[config.mk]
export PLATFORM = sky130hd
export DESIGN_NAME = dilc_top
export DESIGN_NICKNAME = d
export VERILOG_FILES = /design/src/hdl/dilc_pkg.sv /design/src/hdl/dilc_top.sv
export VERILOG_INCLUDE_DIRS = /design/src /design/src/hdl
export SDC_FILE = /design/constraint.sdc
export NUM_CORES = 1
export LEC_CHECK = 0
export BUFFER_PORTS_ARGS = -buffer_cell sky130_fd_sc_hd__buf_2
export CAP_MARGIN = 10
export CORE_MARGIN = 2
export CORE_UTILIZATION = 53
export DETAILED_ROUTE_END_ITERATION = 16
export GPL_ROUTABILITY_DRIVEN = 0
export GPL_TIMING_DRIVEN = 0
export PLACE_DENSITY = 0.76
export SLEW_MARGIN = 30
export SYNTH_ARGS = -nofsm -noshare
export SYNTH_HDL_FRONTEND = slang
export SYNTH_SLANG_ARGS = --single-unit
[constraint.sdc]
create_clock -name i_core_clk -period 2 [get_ports i_core_clk]
set_input_delay 0.3 -clock i_core_clk [delete_from_list [all_inputs] [get_ports i_core_clk]]
set_output_delay 0.3 -clock i_core_clk [all_outputs]
set_load 0.03 [all_outputs]
[src/hdl/dilc_defs.svh]
`ifndef DILC_DEFS_SVH
`define DILC_DEFS_SVH

// width of the parallel input code
`define DILC_CODE_W       8
// depth of the sample fifo
`define DILC_FIFO_DEPTH   8
// edges after power-up before the output code counts as defined
`define DILC_WARMUP_EDGES 2
// width of the warm-up counter
`define DILC_WARMUP_W     2
// reset value of the held code (zero is minimum output)
`define DILC_CODE_RST     8'h00

`endif

[src/hdl/dilc_pkg.sv]
package dilc_pkg;
   // sample code as presented on the parallel pins, lsb in bit 0
   typedef logic [7:0] dilc_code_t;

   // static control pins travelling together
   typedef struct packed {
      logic power_down_pin; // high asks for standby
      logic ref_select;     // high selects the external reference
   } dilc_ctrl_t;

   // operating mode of the converter core
   typedef enum logic [1:0] {
      DILC_RUN,
      DILC_STANDBY
   } dilc_mode_t;
endpackage

[src/hdl/dilc_top.sv]
`timescale 1ns/10ps
`default_nettype none
`include "dilc_defs.svh"

// small fifo that captures the input code and feeds the conversion stage
module dilc_fifo #(
   parameter int WIDTH = `DILC_CODE_W,
   parameter int DEPTH = `DILC_FIFO_DEPTH
) (
   // clock and reset
   input  wire logic             i_core_clk,
   input  wire logic             i_rst,
   // fill side
   input  wire logic             i_in_valid,
   input  wire logic [WIDTH-1:0] i_in_data,
   output logic                  o_in_ready,
   // drain side
   output logic                  o_out_valid,
   output logic      [WIDTH-1:0] o_out_data,
   input  wire logic             i_out_ready
);
   localparam int AW = $clog2(DEPTH);

   typedef struct packed {
      logic [AW-1:0] wr_ptr; // next slot to write
      logic [AW-1:0] rd_ptr; // next slot to read
      logic [AW:0]   count;  // words held
   } dilc_fifo_st_t;

   dilc_fifo_st_t    st_q;          // registered pointers
   dilc_fifo_st_t    st_d;          // next pointers
   logic [WIDTH-1:0] mem [DEPTH];   // storage array
   logic             push;          // word accepted this cycle
   logic             pop;           // word drained this cycle

   // honest flags straight from the count
   assign o_in_ready  = (st_q.count != (AW+1)'(DEPTH));
   assign o_out_valid = (st_q.count != '0);
   assign push        = i_in_valid && o_in_ready;
   assign pop         = o_out_valid && i_out_ready;
   assign o_out_data  = mem[st_q.rd_ptr];

   // pointer and count update
   always_comb begin
      st_d = st_q;
      if (push) begin
         st_d.wr_ptr = (st_q.wr_ptr == AW'(DEPTH-1)) ? '0 : st_q.wr_ptr + 1'b1;
      end
      if (pop) begin
         st_d.rd_ptr = (st_q.rd_ptr == AW'(DEPTH-1)) ? '0 : st_q.rd_ptr + 1'b1;
      end
      // simultaneous push and pop leave the count alone
      case ({push, pop})
         2'b10:   st_d.count = st_q.count + 1'b1;
         2'b01:   st_d.count = st_q.count - 1'b1;
         default: st_d.count = st_q.count;
      endcase
   end

   // pointer register
   always_ff @(posedge i_core_clk or posedge i_rst) begin
      if (i_rst) begin
         st_q <= '0;
      end else begin
         st_q <= st_d;
      end
   end

   // storage written without reset, data is qualified by count
   always_ff @(posedge i_core_clk) begin
      if (push) begin
         mem[st_q.wr_ptr] <= i_in_data;
      end
   end
endmodule

// digital front end of the converter
module dilc_top
   import dilc_pkg::*;
#(
   parameter int CODE_W = `DILC_CODE_W,
   parameter int DEPTH  = `DILC_FIFO_DEPTH
) (
   // clock and reset
   input  wire logic              i_core_clk,
   input  wire logic              i_rst,
   // parallel sample input, taken every edge while o_code_ready is high
   input  wire logic [CODE_W-1:0] i_code,
   output logic                   o_code_ready,
   // static control pins; drive low when left open
   input  wire dilc_ctrl_t        i_ctrl,
   // drain handshake from the conversion array
   input  wire logic              i_array_ready,
   // conversion array side
   output logic      [CODE_W-1:0] o_array_code,
   output logic                   o_array_valid,
   output logic                   o_code_defined,
   output logic                   o_standby,
   output logic                   o_int_ref_en,
   output logic                   o_ext_ref_in
);
   typedef struct packed {
      logic [CODE_W-1:0]         slave;     // code seen by the array
      logic                      slave_vld; // slave holds a real code
      logic [`DILC_WARMUP_W-1:0] warm;      // edges since power-up
      dilc_mode_t                mode;      // run or standby
      logic                      ext_ref;   // external reference chosen
   } dilc_st_t;

   dilc_st_t          st_q;      // registered state
   dilc_st_t          st_d;      // next state
   logic              f_valid;   // fifo has a code
   logic [CODE_W-1:0] f_data;    // fifo head
   logic              f_pop;     // slave loads from fifo

   // the fifo write is the master stage, so without a backlog capture and the slave load are
   // one edge apart; a deeper pre-stage would break the one-cycle latency
   dilc_fifo #(
      .WIDTH (CODE_W),
      .DEPTH (DEPTH)
   ) u_fifo (
      .i_core_clk  (i_core_clk),
      .i_rst       (i_rst),
      .i_in_valid  (1'b1),
      .i_in_data   (i_code),
      .o_in_ready  (o_code_ready),
      .o_out_valid (f_valid),
      .o_out_data  (f_data),
      .i_out_ready (f_pop)
   );

   // the array accepts a new code only when ready; a stall backs up the fifo
   assign f_pop = f_valid && i_array_ready;

   // next-state logic
   always_comb begin
      st_d = st_q;
      // whole word was taken into the fifo at an earlier edge, the previous one when there is no backlog
      if (f_pop) begin
         st_d.slave     = f_data;
         st_d.slave_vld = 1'b1;
      end
      // count to the warm-up limit and stay
      if (st_q.warm != `DILC_WARMUP_W'(`DILC_WARMUP_EDGES)) begin
         st_d.warm = st_q.warm + 1'b1;
      end
      // open pin reaches us as low, so run is the default
      case (i_ctrl.power_down_pin)
         1'b1:    st_d.mode = DILC_STANDBY;
         default: st_d.mode = DILC_RUN;
      endcase
      st_d.ext_ref = i_ctrl.ref_select;
   end

   // state register
   always_ff @(posedge i_core_clk or posedge i_rst) begin
      if (i_rst) begin
         st_q      <= '0;
         st_q.mode <= DILC_RUN;
      end else begin
         st_q <= st_d;
      end
   end

   // code passes unchanged as unsigned binary, lsb in bit 0
   assign o_array_code   = st_q.slave;
   assign o_array_valid  = st_q.slave_vld;
   assign o_code_defined = st_q.slave_vld &&
                           (st_q.warm == `DILC_WARMUP_W'(`DILC_WARMUP_EDGES));
   assign o_standby      = (st_q.mode == DILC_STANDBY);
   // the reference mux sits in the analog core; we only steer it
   assign o_int_ref_en   = !st_q.ext_ref;
   assign o_ext_ref_in   = st_q.ext_ref;
endmodule

`default_nettype wire

After elaboration in Yosys (flattened, before gate mapping). Memories as Yosys holds them, arrays and structs flattened. A register that Yosys moved wholly into a read port is not among the register bits. Index checks and enable logic that the tools add are counted.

Register bits after elaboration: 16. Bits in writable memories: 64. Memories: 1. Output and inout port bits: 14. Input bits: 13. Word-level logic and storage cells: 33.

Eq/ne operators: 8. Reduce and logical (&&, ||, !) cells: 6. Add/subtract/negate cells: 5. Muxes and demuxes: 6.

Memory list: u_fifo.mem (words 8, width 8, rd ports 1, clocked after memory_dff 1, wr ports 1, RTL line dilc_top.sv:32) `logic [WIDTH-1:0] mem [DEPTH];`.

Operators by type and width (count): 4-bit one-hot mux with 2 select lines (1); 3-bit by 1-bit adder with 3-bit output, second input constant (2); 3-bit equality test, second input constant (2); 3-bit two-way mux (2); 4-bit by 1-bit adder with 4-bit output, second input constant (1); 2-bit by 1-bit equality test with 1-bit output, second input constant (2); 2-bit equality test, second input constant (2); 4-bit inequality test, second input constant (1); 4-bit nonzero test (1); 4-bit by 1-bit subtractor with 4-bit output, second input constant (1); 1-bit logical AND (3); 1-bit two-way mux (3); 2-bit by 1-bit adder with 2-bit output, second input constant (1); 2-bit inequality test, second input constant (1); 2-bit nonzero test (1); 1-bit logical NOT (1).

Longest topological paths before layout.
Depth in word-level cells: 5. Mapped depth: 10. Gate-level depth less buffers: 8.

Modules after synthesis. A second synthesis with hierarchy kept.

Cells, all modules: 202. Area, all modules: 3728.6 µm².

By module, submodules not included: dilc_fifo (cells each 161, area each 3144.3 µm², instances 1, sequential area each 2172.1 µm²); dilc_top (cells each 41, area each 584.3 µm², instances 1, sequential area each 325.3 µm²).

Worst setup path before layout. OpenSTA, ideal clock, no wires.

Path type: reg-to-reg. Start point: register u_fifo.st_q[0] (netlist name). End point: register u_fifo.st_q[3] (netlist name). Data arrival time: 2.046 ns. Setup time: 0.134 ns. Slack: -0.180 ns. Period minus slack after synthesis: 2.180 ns. Required time: 1.866 ns. Path buffers: 1. Stages on the path, launching flop included: 10. Cell sequence: dfrtp_1 buf_2 o41ai_4 inv_1 ha_1 ha_1 a21oi_1 o21ai_0 nand3b_1 o211ai_1.

Word-level cells in the longest chain between the ends: 5. Elaborated cells between the ends (all ways): 10. Classes of those cells: add/sub: 2; eq/ne: 3; mux: 1; reduce/logical: 4.

Ends and longest elaborated chain: start: declaration (RTL line dilc_top.sv:30) `dilc_fifo_st_t st_q;`; start signal: assignment (RTL line dilc_top.sv:65) `st_q <= st_d;`; 4-bit nonzero test (*) (RTL line dilc_top.sv:38) `assign o_out_valid = (st_q.count != '0);`; 1-bit logical AND (*) (RTL line dilc_top.sv:133) `assign f_pop = f_valid && i_array_ready;`; named net f_pop (RTL line dilc_top.sv:114) `logic f_pop;`; 1-bit logical AND (*) (RTL line dilc_top.sv:40) `assign pop = o_out_valid && i_out_ready;`; 2-bit by 1-bit equality test with 1-bit output / 2-bit equality test (equally long branches) (RTL line dilc_top.sv:53) `case ({push, pop})`; 4-bit one-hot mux with 2 select lines / 2-bit nonzero test (equally long branches).

The timed path passes the listed nets; every way through them passes the cells marked *. A chain may end at the register's enable or synchronous reset.

Worst setup path in the final report.
Start point: register u_fifo.st_q[0] (netlist name). End point: register u_fifo.st_q[3] (netlist name).

Word-level cells in the longest chain between the ends: 5. Elaborated cells between the ends (all ways): 10. Classes of those cells: add/sub: 2; eq/ne: 3; mux: 1; reduce/logical: 4.

Ends and longest elaborated chain (RTL line): 4-bit nonzero test (dilc_top.sv:38); 1-bit logical AND (dilc_top.sv:133); 1-bit logical AND (dilc_top.sv:40); 2-bit by 1-bit equality test with 1-bit output / 2-bit equality test (equally long branches) (dilc_top.sv:53); 4-bit one-hot mux with 2 select lines / 2-bit nonzero test (equally long branches).

Parallel ways exist; a longest one is shown, timed or not.

==> out/metrics.cfg <==
[route]
vias_per_cell = 5.480
initialDrtViolationCount = 102
drc_errors = 0
final_antenna_net_count = 0
wl_mm = 6.353
firstDrtPassIters = 7
vias = 2044
wl_per_cell_um = 17.03

[synth]
syn-cell-area_um2 = 3667
synth.area.mux_share_pct = 9.280
synth-seq-cells = 87
ys_warn_count = 0
yosys.area.top_type = edfxtp_1
synthAdderAreaFrac_pct = 2.729
avgSynthCellArea_um2 = 15.03
synth_edf_count = 64
synth_top_family_by_area = multiplexers
yosysSeqAreaShare_pct = 68.10
synth_compound_area_share_pct = 7.267
yosysMostFrequentCell = edfxtp_1
synth-xor-area-share_pct = 0.9553
synthTopCellsByArea = edfxtp_1 52%, dfrtp_1 16%, mux2_2 4.9%
synth-main-ff-cell = edfxtp_1
synthArstFlopShare_pct = 26.44
synth.distinct_cells = 33
netlist_top_cells_count = 64 x edfxtp_1, 24 x nand2_1, 23 x dfrtp_1
synth_nets = 265
netlist.area_leader.share_pct = 52.41
synth-simple-area-share_pct = 6.517
netlist_instances = 244

[setup_path]
ff2ff_path_depth = 9
cp.required_ns = 2.23
worstPathArrival_ns = 2.27
endpoint_kind = flop
crit_type = reg2reg
start_kind = flop
reg2reg_from = u_fifo.st_q[0]
r2r_end = u_fifo.st_q[3]
endpoint = u_fifo.st_q[3]
ff2ff_setup_slack_ns = -0.04
startpoint = u_fifo.st_q[0]
cp_max_fo = 3

[cells_and_area]
stdcell_count = 373
fin_nets = 309
final_area_um2 = 4273
drive_above_1_share_pct = 34.47
area_growth_syn_to_layout_pct = 16.51
diodes = 0

[timing]
setup_viol = 1
fin_crit_ns = 2.041
hold-worst-slack_ns = -0.01269
worst_pin_slew_ns = 0.8084
fmax_mhz = 489.9
final.period_utilization_pct = 102.1
rsz0062_at_grt = true
worst_slack_ns = -0.04116
final_hold_viol_count = 23
fin_worst_skew_ns = 0.01038
final_max_slew_viol_count = 0
maxSlewHeadroom_pct = 45.77

[clock_tree]
tritoncts = built
clock-sinks = 87
h-tree-depth = 3
cts_buffer_depth = 2
clk_pin_slew_ns = 0.09
insertion_delay_ns = 0.36
root_buffer = clkbuf_8
cts-buffers-inserted = 9

[place]
port_buffers = 26
post-dp-hpwl_mm = 4.162
dpl_cell_area_um2 = 3938
dp_cells = 350

[global_route]
grtUsageTotal_pct = 18.77
grt_pass1_wl_mm = 10.43
antenna_found_initial = 0
grt_max_degree = 24
grt-ovfl-total = 0
grt_pass1_vias = 2110

[power_and_ir_drop]
p_leak_nw = 1.629
peakVddDrop_v = 0.0006294
p_per_area_nw_per_um2 = 1563

[job]
max_cap_violations = 0

[worst_hold_path]
min_path_type = in2async

[die]
io_pins = 27
die-width_um = 87.18
rows = 30
start_util_pct = 54.28
die_h_um = 87.18
die_area_um2 = 7600
core_um2 = 6756

[outcome]
status = finished with violations
violations = negative hold slack, negative setup slack

-- layout make-up --
cell class,instances,area [um2]
buffer,17,160.2
multi-input combinational,131,1085
timing repair buffer,35,197.7
fill,491,2484
sequential,87,2500
tap,80,100.1
clock inverter,7,77.57
clock buffer,9,123.9
inverter,7,28.78
-- power by group --
part,switching [W],internal (W),total (W)
combinational,0.00141,0.00119,0.00260
sequential,0.000294,0.00253,0.00283
clock,0.000654,0.000590,0.00124
total,0.00236,0.00432,0.00668
-- state kept, by name, indices dropped and copies added (netlist names) --
register,cells
u_fifo.st_q,10
o_array_code,8
o_ext_ref_in,1
u_fifo.mem,64
o_array_valid,1
st_q,3
-- worst min-delay path by stage --
stage | startpoint | endpoint | slack, ns | depth (start not counted)
floorplan | i_rst | o_array_code[0] | 0.30 | 1
global placement | i_ctrl[1] | st_q[1] | 0.41 | 1
detailed placement | i_ctrl[0] | o_ext_ref_in | 0.41 | 1
CTS | i_ctrl[0] | o_ext_ref_in | 0.03 | 1
global route | i_rst | u_fifo.st_q[4] | 0.03 | 2
finish | i_rst | o_ext_ref_in | -0.01 | 2
-- routing by layer --
layer / track usage [%] / part of all wire (%)
met5: 0 / 0
met4: 8.671 / 2.2
met3: 4.360 / 4.5
met2: 29.22 / 48
met1: 25.21 / 46
-- repair_timing --
item	in CTS	in global routing
pin swaps	4	3
hold buffers	0	0
endpoints found under the setup margin	19	33
setup buffers	8	1
resized for setup	10	7
-- critical path: stages, from the launching register on --
cell and delay [ns]:
dfrtp_2 0.44, nor3_1 0.25, and2_1 0.20, buf_6 0.12
ha_4 0.16, ha_4 0.13, inv_1 0.05, or3_1 0.35
nand4b_1 0.13, o211ai_1 0.10
-- logic make-up after synthesis --
kind of cell,Yosys count
fa+ha+maj,8
compound gates,36
buf+inv,26
simple gates,51
xor+xnor,4
mux,32
flops,87
-- placed cells by master, fill, tap and decap left out, drive strengths merged, types with 4 or more instances in the layout --
master,n
dfrtp,23
mux2,16
nor3,7
inv,9
nor2,6
edfxtp,64
nand2b,6
o21ai,14
buf,51
o22ai,8
mux2i,16
xnor2,4
a221o,8
nand2,24
ha,8
clkbuf,10
-- per-stage QoR --
step                total power, W   TNS (ns)  utilization [%]  worst slack [ns]
floorplan                 0.004629   -0.06039                -          -0.06039
global placement          0.005114     -7.445            57.93           -0.2937
detailed placement        0.005244     -1.052            58.28           -0.3631
CTS                       0.006628  -0.004863            62.69         -0.004863
global route              0.007077    -0.1313            63.24           -0.1313
finish                    0.006676   -0.04116            63.24          -0.04116
Power figures use the tool's default switching activity.
